### src/shared/ltc_pkg.sv
// Purpose: Shared constants and types for the two-counter timebase and capture timer
// Assumes: i_clk_sys is the oscillator that feeds the prescaler
// Notes:   Register indices are word indices; the APB byte address is four times the index
package ltc_pkg;

    // Counter geometry
    localparam int          CNT_W           = 8;
    localparam int          PRESCALE        = 32;
    localparam logic [7:0]  TB1_WRAP_MAX    = 8'hF9;
    localparam logic [7:0]  CNT_ZERO        = 8'h00;
    localparam logic [7:0]  TB2_WRAP_MAX    = 8'hFF;

    // Overflow periods in oscillator periods
    localparam int          TB1_PERIOD_OSC  = 8000;
    localparam int          TB1_PERIOD_DBL  = 16000;

    // Oscillator rate
    localparam int          CLK_HZ          = 20000000;
    localparam int          CLK_PERIOD_NS   = 1000000000 / CLK_HZ;

    // APB geometry
    localparam int          ADDR_W          = 8;
    localparam int          DATA_W          = 32;

    // Register indices
    localparam logic [7:0]  IDX_CTRL2       = 8'h08;
    localparam logic [7:0]  IDX_RELOAD      = 8'h09;
    localparam logic [7:0]  IDX_CNT2        = 8'h0A;
    localparam logic [7:0]  IDX_CTRL1       = 8'h0B;
    localparam logic [7:0]  IDX_CAPTURE     = 8'h0C;

    // Second control/status field positions
    localparam int          B2_TB2_FLAG     = 0;
    localparam int          B2_TB2_EN       = 1;

    // First control/status field positions
    localparam int          B1_TB1_FLAG     = 3;
    localparam int          B1_TB1_EN       = 4;
    localparam int          B1_PERIOD_SEL   = 5;
    localparam int          B1_CAP_FLAG     = 6;
    localparam int          B1_CAP_EN       = 7;

    // Reset values
    localparam logic [7:0]  RELOAD_RST      = 8'h00;
    localparam logic [7:0]  CAPTURE_RST     = 8'h00;
    localparam logic [7:0]  CNT2_RST        = 8'h00;

    // Software-written control bits
    typedef struct packed {
        logic cap_en;
        logic period_sel;
        logic tb1_en;
        logic tb2_en;
    } ltc_ctrl_t;

    // Hardware-set event flags
    typedef struct packed {
        logic cap_flag;
        logic tb1_flag;
        logic tb2_flag;
    } ltc_flags_t;

    typedef enum logic [1:0] {
        LTC_APB_IDLE,
        LTC_APB_SETUP,
        LTC_APB_ACCESS
    } ltc_apb_phase_t;

endpackage

### src/logic/ltc_prescaler.sv
// Purpose: Divides the oscillator into a one-cycle tick every DIV cycles
// Assumes: i_run low freezes the division phase
// Notes:   The tick comes from a flip-flop and is held while frozen, so a halt never loses it
`timescale 1ns/1ps
module ltc_prescaler #(
    parameter int DIV = ltc_pkg::PRESCALE
) (
    input  wire logic i_clk_sys,
    input  wire logic i_reset_n,
    input  wire logic i_run,
    output logic      o_tick
);
    localparam int           CW       = $clog2(DIV);
    localparam logic [CW-1:0] LAST    = CW'(DIV - 1);
    localparam logic [CW-1:0] ONE     = CW'(1);

    logic [CW-1:0] phase;

    always_ff @(posedge i_clk_sys or negedge i_reset_n) begin
        if (!i_reset_n) begin
            phase <= '0;
        end else if (i_run) begin
            phase <= (phase == LAST) ? '0 : phase + ONE;
        end
    end

    always_ff @(posedge i_clk_sys or negedge i_reset_n) begin
        if (!i_reset_n) begin
            o_tick <= 1'b0;
        end else if (i_run) begin
            o_tick <= (phase == LAST);
        end
    end
endmodule

### src/logic/ltc_timer.sv
// Purpose: Timebase and capture timer with two 8-bit counters on an APB slave
// Assumes: APB with zero wait states; inputs synchronous to i_clk_sys
// Notes:   Counters advance on the divide-by-32 tick and freeze in full halt
//
// Overview of operation
// - Hidden counter one starts zero, ticks per 32
// - Counter one overflows wrapping F9h to 00h
// - Period 8000 or doubled 16000 oscillator cycles
// - Overflow sets flag one; flag and enable request
// - Reading first control register clears flag one
// - Software writes never change event flags
// - Counter two starts at reload, readable, ticks
// - Counter two past FFh reloads, overflows
// - Reload writes apply at next overflow only
// - Counter two overflow sets flag two, requests
// - Reading second control register clears flag two
// - Either capture pin edge copies counter one
// - Capture sets capture flag; flag and enable request
// - Reading capture register clears capture flag
// - Edges ignored while capture flag set
// - Capture register resets zero, read only
// - Counters stop in halt, run otherwise
// - Separate request lines, gated by global mask
//
// Design decisions made here: the placing of the registers and the APB interface to the registers.
`timescale 1ns/1ps
module ltc_timer #(
    parameter int CNT_W = ltc_pkg::CNT_W
) (
    input  wire logic                        i_clk_sys,
    input  wire logic                        i_reset_n,
    input  wire logic                        i_psel,
    input  wire logic                        i_penable,
    input  wire logic                        i_pwrite,
    input  wire logic [ltc_pkg::ADDR_W-1:0]  i_paddr,
    input  wire logic [ltc_pkg::DATA_W-1:0]  i_pwdata,
    input  wire logic [3:0]                  i_pstrb,
    output logic      [ltc_pkg::DATA_W-1:0]  o_prdata,
    output logic                             o_pready,
    output logic                             o_pslverr,
    input  wire logic                        i_capture_input_pin,
    input  wire logic                        i_halt_mode,
    input  wire logic                        i_wait_mode,
    input  wire logic                        i_active_halt_mode,
    input  wire logic                        i_slow_mode,
    input  wire logic                        i_global_int_mask,
    output logic                             o_irq_timebase_one,
    output logic                             o_irq_timebase_two,
    output logic                             o_irq_capture,
    output logic                             o_wakeup
);
    localparam logic [CNT_W-1:0] ONE = CNT_W'(1);

    function automatic logic [ltc_pkg::ADDR_W-1:0] byte_addr(input logic [7:0] idx);
        byte_addr = ltc_pkg::ADDR_W'({idx, 2'b00});
    endfunction

    function automatic logic hits(input logic [ltc_pkg::ADDR_W-1:0] a, input logic [7:0] idx);
        hits = (a == byte_addr(idx));
    endfunction

    ltc_pkg::ltc_ctrl_t  ctrl;
    ltc_pkg::ltc_flags_t flags;
    logic [CNT_W-1:0]    cnt_one;
    logic [CNT_W-1:0]    cnt_two;
    logic [CNT_W-1:0]    reload_register;
    logic [CNT_W-1:0]    capture_register;
    logic                half_phase;
    logic                pin_prev;
    logic                presc_tick;

    // Slow mode keeps the oscillator path, so only full halt matters here
    logic running;
    assign running = !i_halt_mode;

    ltc_prescaler #(
        .DIV       (ltc_pkg::PRESCALE)
    ) u_prescaler (
        .i_clk_sys (i_clk_sys),
        .i_reset_n (i_reset_n),
        .i_run     (running),
        .o_tick    (presc_tick)
    );

    // APB decode
    logic setup_ph;
    logic access_ph;
    logic mapped;
    logic rd_done;
    logic wr_done;
    assign setup_ph  = i_psel && !i_penable;
    assign access_ph = i_psel && i_penable;
    assign mapped    = hits(i_paddr, ltc_pkg::IDX_CTRL2)  || hits(i_paddr, ltc_pkg::IDX_RELOAD) ||
                       hits(i_paddr, ltc_pkg::IDX_CNT2)   || hits(i_paddr, ltc_pkg::IDX_CTRL1)  ||
                       hits(i_paddr, ltc_pkg::IDX_CAPTURE);
    assign rd_done   = access_ph && !i_pwrite && mapped;
    assign wr_done   = access_ph && i_pwrite && mapped && i_pstrb[0];
    assign o_pready  = 1'b1;
    assign o_pslverr = access_ph && !mapped;

    logic rd_ctrl1;
    logic rd_ctrl2;
    logic rd_capture;
    assign rd_ctrl1   = rd_done && hits(i_paddr, ltc_pkg::IDX_CTRL1);
    assign rd_ctrl2   = rd_done && hits(i_paddr, ltc_pkg::IDX_CTRL2);
    assign rd_capture = rd_done && hits(i_paddr, ltc_pkg::IDX_CAPTURE);

    // Counter one advance, halved in the doubled period setting
    logic tick_one;
    logic tick_two;
    assign tick_one = presc_tick && running && (!ctrl.period_sel || half_phase);
    assign tick_two = presc_tick && running;

    logic tb1_overflow;
    logic tb2_overflow;
    assign tb1_overflow = tick_one && (cnt_one == ltc_pkg::TB1_WRAP_MAX);
    assign tb2_overflow = tick_two && (cnt_two == ltc_pkg::TB2_WRAP_MAX);

    logic cap_edge;
    logic cap_take;
    assign cap_edge = i_capture_input_pin != pin_prev;
    assign cap_take = cap_edge && !flags.cap_flag;

    always_ff @(posedge i_clk_sys or negedge i_reset_n) begin
        if (!i_reset_n) begin
            half_phase <= 1'b0;
        end else if (tick_two) begin
            half_phase <= !half_phase;
        end
    end

    always_ff @(posedge i_clk_sys or negedge i_reset_n) begin
        if (!i_reset_n) begin
            cnt_one <= ltc_pkg::CNT_ZERO;
        end else if (tb1_overflow) begin
            cnt_one <= ltc_pkg::CNT_ZERO;
        end else if (tick_one) begin
            cnt_one <= cnt_one + ONE;
        end
    end

    always_ff @(posedge i_clk_sys or negedge i_reset_n) begin
        if (!i_reset_n) begin
            cnt_two <= ltc_pkg::CNT2_RST;
        end else if (tb2_overflow) begin
            cnt_two <= reload_register;
        end else if (tick_two) begin
            cnt_two <= cnt_two + ONE;
        end
    end

    always_ff @(posedge i_clk_sys or negedge i_reset_n) begin
        if (!i_reset_n) begin
            reload_register <= ltc_pkg::RELOAD_RST;
        end else if (wr_done && hits(i_paddr, ltc_pkg::IDX_RELOAD)) begin
            reload_register <= i_pwdata[CNT_W-1:0];
        end
    end

    always_ff @(posedge i_clk_sys or negedge i_reset_n) begin
        if (!i_reset_n) begin
            ctrl <= '0;
        end else if (wr_done) begin
            if (hits(i_paddr, ltc_pkg::IDX_CTRL1)) begin
                ctrl.cap_en     <= i_pwdata[ltc_pkg::B1_CAP_EN];
                ctrl.period_sel <= i_pwdata[ltc_pkg::B1_PERIOD_SEL];
                ctrl.tb1_en     <= i_pwdata[ltc_pkg::B1_TB1_EN];
            end
            if (hits(i_paddr, ltc_pkg::IDX_CTRL2)) begin
                ctrl.tb2_en <= i_pwdata[ltc_pkg::B2_TB2_EN];
            end
        end
    end

    // Flags move only by hardware set or clearing read; set wins
    always_ff @(posedge i_clk_sys or negedge i_reset_n) begin
        if (!i_reset_n) begin
            flags.tb1_flag <= 1'b0;
        end else if (tb1_overflow) begin
            flags.tb1_flag <= 1'b1;
        end else if (rd_ctrl1) begin
            flags.tb1_flag <= 1'b0;
        end
    end

    always_ff @(posedge i_clk_sys or negedge i_reset_n) begin
        if (!i_reset_n) begin
            flags.tb2_flag <= 1'b0;
        end else if (tb2_overflow) begin
            flags.tb2_flag <= 1'b1;
        end else if (rd_ctrl2) begin
            flags.tb2_flag <= 1'b0;
        end
    end

    always_ff @(posedge i_clk_sys or negedge i_reset_n) begin
        if (!i_reset_n) begin
            flags.cap_flag <= 1'b0;
        end else if (cap_take) begin
            flags.cap_flag <= 1'b1;
        end else if (rd_capture) begin
            flags.cap_flag <= 1'b0;
        end
    end

    always_ff @(posedge i_clk_sys or negedge i_reset_n) begin
        if (!i_reset_n) begin
            pin_prev <= 1'b0;
        end else begin
            pin_prev <= i_capture_input_pin;
        end
    end

    always_ff @(posedge i_clk_sys or negedge i_reset_n) begin
        if (!i_reset_n) begin
            capture_register <= ltc_pkg::CAPTURE_RST;
        end else if (cap_take) begin
            capture_register <= cnt_one;
        end
    end

    // Read data is loaded in the setup phase so it stands in the access phase
    logic [ltc_pkg::DATA_W-1:0] next_prdata;
    always_comb begin
        next_prdata = '0;
        if (hits(i_paddr, ltc_pkg::IDX_CTRL2)) begin
            next_prdata[ltc_pkg::B2_TB2_FLAG] = flags.tb2_flag;
            next_prdata[ltc_pkg::B2_TB2_EN]   = ctrl.tb2_en;
        end else if (hits(i_paddr, ltc_pkg::IDX_RELOAD)) begin
            next_prdata[CNT_W-1:0] = reload_register;
        end else if (hits(i_paddr, ltc_pkg::IDX_CNT2)) begin
            next_prdata[CNT_W-1:0] = cnt_two;
        end else if (hits(i_paddr, ltc_pkg::IDX_CTRL1)) begin
            next_prdata[ltc_pkg::B1_TB1_FLAG]   = flags.tb1_flag;
            next_prdata[ltc_pkg::B1_TB1_EN]     = ctrl.tb1_en;
            next_prdata[ltc_pkg::B1_PERIOD_SEL] = ctrl.period_sel;
            next_prdata[ltc_pkg::B1_CAP_FLAG]   = flags.cap_flag;
            next_prdata[ltc_pkg::B1_CAP_EN]     = ctrl.cap_en;
        end else if (hits(i_paddr, ltc_pkg::IDX_CAPTURE)) begin
            next_prdata[CNT_W-1:0] = capture_register;
        end
    end

    always_ff @(posedge i_clk_sys or negedge i_reset_n) begin
        if (!i_reset_n) begin
            o_prdata <= '0;
        end else if (setup_ph && !i_pwrite) begin
            o_prdata <= next_prdata;
        end
    end

    // Interrupt requests and wake-up
    logic req_one;
    logic req_two;
    logic req_cap;
    assign req_one = flags.tb1_flag && ctrl.tb1_en;
    assign req_two = flags.tb2_flag && ctrl.tb2_en;
    assign req_cap = flags.cap_flag && ctrl.cap_en;

    assign o_irq_timebase_one = req_one && !i_global_int_mask;
    assign o_irq_timebase_two = req_two && !i_global_int_mask;
    assign o_irq_capture      = req_cap && !i_global_int_mask;
    assign o_wakeup = !i_halt_mode &&
                      ((req_one && (i_wait_mode || i_active_halt_mode)) ||
                       ((req_two || req_cap) && i_wait_mode));

    // Running cycles since the last prescaler tick, for the spacing check
    logic [7:0] gap_cnt;
    always_ff @(posedge i_clk_sys or negedge i_reset_n) begin
        if (!i_reset_n) begin
            gap_cnt <= 8'h00;
        end else if (presc_tick && running) begin
            gap_cnt <= 8'h01;
        end else if (running && !(&gap_cnt)) begin
            gap_cnt <= gap_cnt + 8'h01;
        end
    end
endmodule

### config.mk
export PLATFORM = sky130hd
export DESIGN_NAME = ltc_timer
export DESIGN_NICKNAME = d
export VERILOG_FILES = /design/src/shared/ltc_pkg.sv /design/src/logic/ltc_prescaler.sv /design/src/logic/ltc_timer.sv
export SDC_FILE = /design/constraint.sdc
export NUM_CORES = 1
export LEC_CHECK = 0
export BUFFER_PORTS_ARGS = -buffer_cell sky130_fd_sc_hd__buf_2
export CAP_MARGIN = 20
export CORE_ASPECT_RATIO = 0.7
export CORE_MARGIN = 2
export CORE_UTILIZATION = 50
export CTS_CLUSTER_SIZE = 10
export DETAILED_ROUTE_END_ITERATION = 12
export GPL_TIMING_DRIVEN = 0
export PLACE_DENSITY_LB_ADDON = 0.2
export SYNTH_ARGS = -nofsm -noshare
export SYNTH_HDL_FRONTEND = slang
export SYNTH_HIERARCHICAL = 1
export SYNTH_SLANG_ARGS = --single-unit
### constraint.sdc
create_clock -name i_clk_sys -period 2.2 [get_ports i_clk_sys]
set_input_delay 0.33 -clock i_clk_sys [delete_from_list [all_inputs] [get_ports i_clk_sys]]
set_output_delay 0.33 -clock i_clk_sys [all_outputs]
set_load 0.03 [all_outputs]
Yosys cells after proc, flatten, opt, wreduce, memory -nomap -nowiden
Index checks and enable logic that the tools add are counted.
{ "word_totals": {"regBits": 55, "in_bits": 55, "output_inout_bits": 38, "elab_cells": 96} }
{ "op_classes": {"add_sub_neg": 3, "eq_ne": 9, "n_mux": 18, "n_reduce_logical": 50} }
{ "ops": {"columns": ["operator", "count"], "rows": [
  ["8-bit 2-to-1 mux", 7],
  ["8-bit by 6-bit == test with 1-bit output, second input constant", 5],
  ["1-bit logical AND", 27],
  ["8-bit by 1-bit adder with 8-bit output, second input constant", 2],
  ["8-bit == test, second input constant", 2],
  ["5-bit 2-to-1 mux", 2],
  ["2-bit nonzero test", 5],
  ["1-bit logical NOT", 8],
  ["1-bit logical OR", 8],
  ["1-bit 2-to-1 mux", 6],
  ["6-bit 2-to-1 mux", 1],
  ["5-bit by 1-bit adder with 5-bit output, second input constant", 1],
  ["5-bit == test, second input constant", 1],
  ["2-bit AND reduction", 2],
  ["3-bit 2-to-1 mux", 1],
  ["2-bit 2-to-1 mux", 1],
  ["1-bit inequality test", 1]
]} }

Longest topological paths before layout
{ "logic_depth": {"word_depth": 9, "ltp_mapped": 6, "depth_no_buf": 6} }

Modules after synthesis
Netlist, hierarchy kept.
{ "by_module_without_submodules": {"columns": ["mod", "n_inst", "cells_each", "area_each_um2", "seq_area_each_um2"], "rows": [
  ["ltc_timer", 1, 282, 2750.1, 1226.2],
  ["ltc_prescaler", 1, 25, 307.8, 150.1]
]} }

Worst setup path before layout
OpenSTA, ideal clock, no wires.
{ "synth_path": {"kind": "input to output", "startpoint": "input port i_paddr[3] (netlist bit)", "endpoint": "output port o_pslverr", "t_arrival_ns": 1.413, "required_time_ns": 1.870, "path_slack_ns": 0.457, "stages": 4, "path_buffers": 2, "path_cell_list": "buf_2 -> clkbuf_1 -> o21ai_0 -> a21oi_1"} }
{ "synth_between": {"elab_chain_cells": 7, "elab_cells_between_ends": 11, "classes_between": "5 x eq/ne; 6 x reduce/logical"} }
{ "synth_lines": {"columns": ["element", "line", "rtl"], "rows": [
  ["start: declaration", "ltc_timer.sv:35", "input wire logic [ltc_pkg::ADDR_W-1:0] i_paddr,"],
  ["8-bit by 6-bit == test with 1-bit output", "ltc_timer.sv:59", "hits = (a == byte_addr(idx));"],
  ["1-bit logical OR (2 in a row)", "ltc_timer.sv:93", "assign mapped = hits(i_paddr, ltc_pkg::IDX_CTRL2) || hits(i_paddr, ltc_pkg::IDX_RELOAD) ||"],
  ["1-bit logical OR", "ltc_timer.sv:94", "hits(i_paddr, ltc_pkg::IDX_CNT2) || hits(i_paddr, ltc_pkg::IDX_CTRL1) ||"],
  ["1-bit logical OR (*)", "ltc_timer.sv:94", null],
  ["1-bit logical NOT (*)", "ltc_timer.sv:99", "assign o_pslverr = access_ph && !mapped;"],
  ["1-bit logical AND (*)", "ltc_timer.sv:99", null],
  ["end: declaration", "ltc_timer.sv:40", "output logic o_pslverr,"]
]} }
Mark *: on every way between the ends. The rest lies on a longest branch, timed or not.

Worst setup path in the final report
Ends and elaborated chain as after synthesis.

==> flow_summary_export.csv <==
group,metric,value,unit
outcome,status,"complete, no violations",
grt,grt_pass1_vias,2191,
clocking,cts-root-buf,"clkbuf_8",
logic_synthesis,synth_area_leaders,"dfrtp_1 (45%), buf_4 (6.1%), mux2_2 (5.2%), a21oi_1 (3.3%), nand2_1 (3.1%)",
route,ant_nets,0,
min_path,min_path_cells,1,
layout,diodes,0,
logic_synthesis,syn_inst,307,
worst_setup_path,worst-setup-path-type,"primary input to output pin",
run,cap_violations,0,
logic_synthesis,synth-simple-area-share,16.82,%
logic_synthesis,synth_cell_types,52,
place,placed_cells,443,
sta,setup_viol,0,
power_and_ir_drop,ir_drop,0.3700,mV
layout,area_delta_synth_final,16.04,%
clocking,htreeDepth,2,
route,viasPerCell,5.438,
clocking,cts_tree,"yes",
power_and_ir_drop,leakage,1.728,nW
min_path,hold_class,"primary input to flip-flop",
floorplan,die_h,69.43,microns
route,drt_iter0_drc,186,
route,num_vias,2458,
logic_synthesis,ys_seq_area_share,45.01,%
sta,rsz0062_at_grt,"false",
sta,min_period,1837,ps
logic_synthesis,yosysWarnings,6,
place,gp_congestion,0.8910,
min_path,hold_end,"pin_prev$_DFF_PN0_",
logic_synthesis,synth_top_area_share,45.01,%
layout,stdcell_count,452,
logic_synthesis,synth_top_family_by_area,"simple AND/OR/NAND/NOR gates",
floorplan,dieArea,0.006767,sq mm
grt,grt_usage,20.98,%
logic_synthesis,synth_compound_area_share,14.77,%
place,port_buffers,37,
logic_synthesis,yosys.area.top_type,"dfrtp_1",
worst_setup_path,worstPathArrival,1510,ps
sta,hold_viol_final,0,
worst_setup_path,crit_required,1870,ps
layout,mostFrequentLayoutCell,"dfrtp_1",
sta,timing.fmax,544.3,MHz
clocking,clk_path_buf_depth,2,
sta,skew,9.909,ps
worst_setup_path,r2r-end,"cnt_two[1]$_DFFE_PN0P_",
min_path,hold_start,"i_capture_input_pin",
floorplan,io_pins,93,
logic_synthesis,synthMuxAreaShare,10.27,%
logic_synthesis,synth_xor_area_share,1.432,%
grt,grt_pass1_wl,11410,microns
route,drc,0,
logic_synthesis,synth_edf_count,0,
clocking,clock_sinks,55,
sta,finalWorstSetupSlack,362.9,ps
worst_setup_path,r2r_start,"cnt_two[0]$_DFFE_PN0P_",
grt,gr-total-overflow,0,
worst_setup_path,worstPathMaxFanout,10,
layout,final_cell_mix,"dfrtp_1 (55), buf_2 (39), nand2_1 (25), buf_4 (25), conb_1 (25)",
sta,fin_setup_tns,0,ps
worst_setup_path,reg2reg_slack,450,ps
sta,finalMaxSlewViolations,0,
layout,drive_gt1_share,26.79,%
power_and_ir_drop,power_density,664.2,mW/mm^2
route,dr.pass1.iters,4,
clocking,insertion_delay,310,ps
sta,max-slew-margin-rel,52.83,%
sta,worst_pin_slew,705.0,ps
clocking,clk_pin_slew,100,ps
floorplan,num_rows,23,
logic_synthesis,synth-seq-cells,55,
worst_setup_path,critPathCaptureType,"output pin",
route,totalWireLength,6869,microns
logic_synthesis,synth.avg_cell_area,9.961,sq um
clocking,cts_buffers,5,
worst_setup_path,worst-r2r-cell-count,5,
layout,nets,436,
logic_synthesis,netlist_area,0.003058,sq mm
place,hpwlAfterDp,5273,microns
logic_synthesis,async_flop_share,100.0,%
worst_setup_path,crit_path_start_kind,"primary input",
route,post_drt_wl_per_cell,15.20,microns
sta,period_share,83.51,%
floorplan,chipWidth,97.47,microns
floorplan,initial_core_util,52.60,%
grt,grt_max_degree,35,
logic_synthesis,yosys_most_used_dff,"dfrtp_1",
floorplan,core_area,0.005813,sq mm
grt,antenna_found_initial,0,
place,pre_cts_slack,229.0,ps
clocking,post_cts_buffers,0,
power_and_ir_drop,p_total,2.357,mW
logic_synthesis,yosys.area_share.adder,2.046,%
sequential cells by signal, summed over array words and instances, names as in the netlist:
name and cells:
capture_register 8, pin_prev 1, cnt_one 8, ctrl 4, flags 3, cnt_two 8
u_prescaler/phase 5, half_phase 1, u_prescaler/o_tick 1, o_prdata 8, reload_register 8
where the power goes:
group,internal (mW),switching [mW]
Combinational,0.226,0.282
Clock,0.259,0.336
Sequential,1.13,0.125
cell usage after synthesis, types with 2 or more instances:
library cell  number
nor2_1            22
mux2_2            14
buf_2              2
conb_1             2
a31oi_1            2
dfrtp_1           55
o31ai_1            3
clkbuf_1           6
o41ai_1            5
and3_1             4
nor2b_1            3
nand2_1           25
xor2_1             3
xnor2_1            2
o22ai_1            4
a22oi_1            4
a21oi_1           20
buf_6              3
nor3_1            10
o211ai_1           2
a22o_1             6
nand2b_1           5
buf_4             25
nand3_1           13
a221oi_1           2
nand4_1            5
or3_1              3
a211oi_1           2
mux2_4             5
mux2i_1            7
o21ai_0            9
ha_1               5
inv_1              9
o21ai_1            2
layer usage:
layer	share of wire [%]	global-route usage, %
met1	51	33.07
met2	40	29.43
met3	7.9	5.343
met4	0.76	3.549
met5	0	0
kinds of logic (layout without fill, tap and decap cells):
kind of cell / Yosys count / after routing
AO/OA/AOI/OAI: 68 / 68
other: 2 / 25
XOR/XNOR: 5 / 5
adder cells (fa/ha/maj): 5 / 5
AND/OR/NAND/NOR: 100 / 100
flip-flops: 55 / 55
buffers and inverters: 45 / 92
multiplexers: 27 / 27
worst max-delay path by stage:
stage / start / endpoint / slack (ps) / depth (start not counted)
finish: i_paddr[3] / o_pslverr / 360 / 5
global placement: i_psel / reload_register[0]$_DFFE_PN0P_ / 240 / 5
detailed placement: i_psel / reload_register[5]$_DFFE_PN0P_ / 230 / 5
floorplan: i_paddr[3] / o_pslverr / 460 / 4
CTS: i_paddr[3] / o_pslverr / 400 / 5
global route: i_paddr[3] / o_pslverr / 300 / 5
area by class of cell:
type                       instances  area, sq um
timing repair buffer              39        215.2
buffer                            36        254.0
inverter                           9        33.78
multi-input combinational        230         1480
clock inverter                     1        8.758
sequential                        55         1376
tap                               75        93.84
clock buffer                       7        86.33
fill                             524         2265
critical path: stages:
cell      delay [ps]
buf_2            170
clkbuf_1         390
o21ai_0          200
a21oi_1          190
buf_2            220
per-stage QoR:
stage | utilization [%] | cell area (sq um) | hold WS [ps]
finish | 61.04 | 3548 | 147.2
global placement | 58.89 | 3423 | 451.8
global route | 61.04 | 3548 | 135.9
detailed placement | 59.23 | 3443 | 332.8
floorplan | - | 3144 | 34.41
CTS | 61.04 | 3548 | 146.7
repair_timing:
action	4_1_cts	5_1_grt
endpoints found under the hold margin	15	0
resized for setup	0	0
hold buffers	1	0
Power figures use the tool's default switching activity.
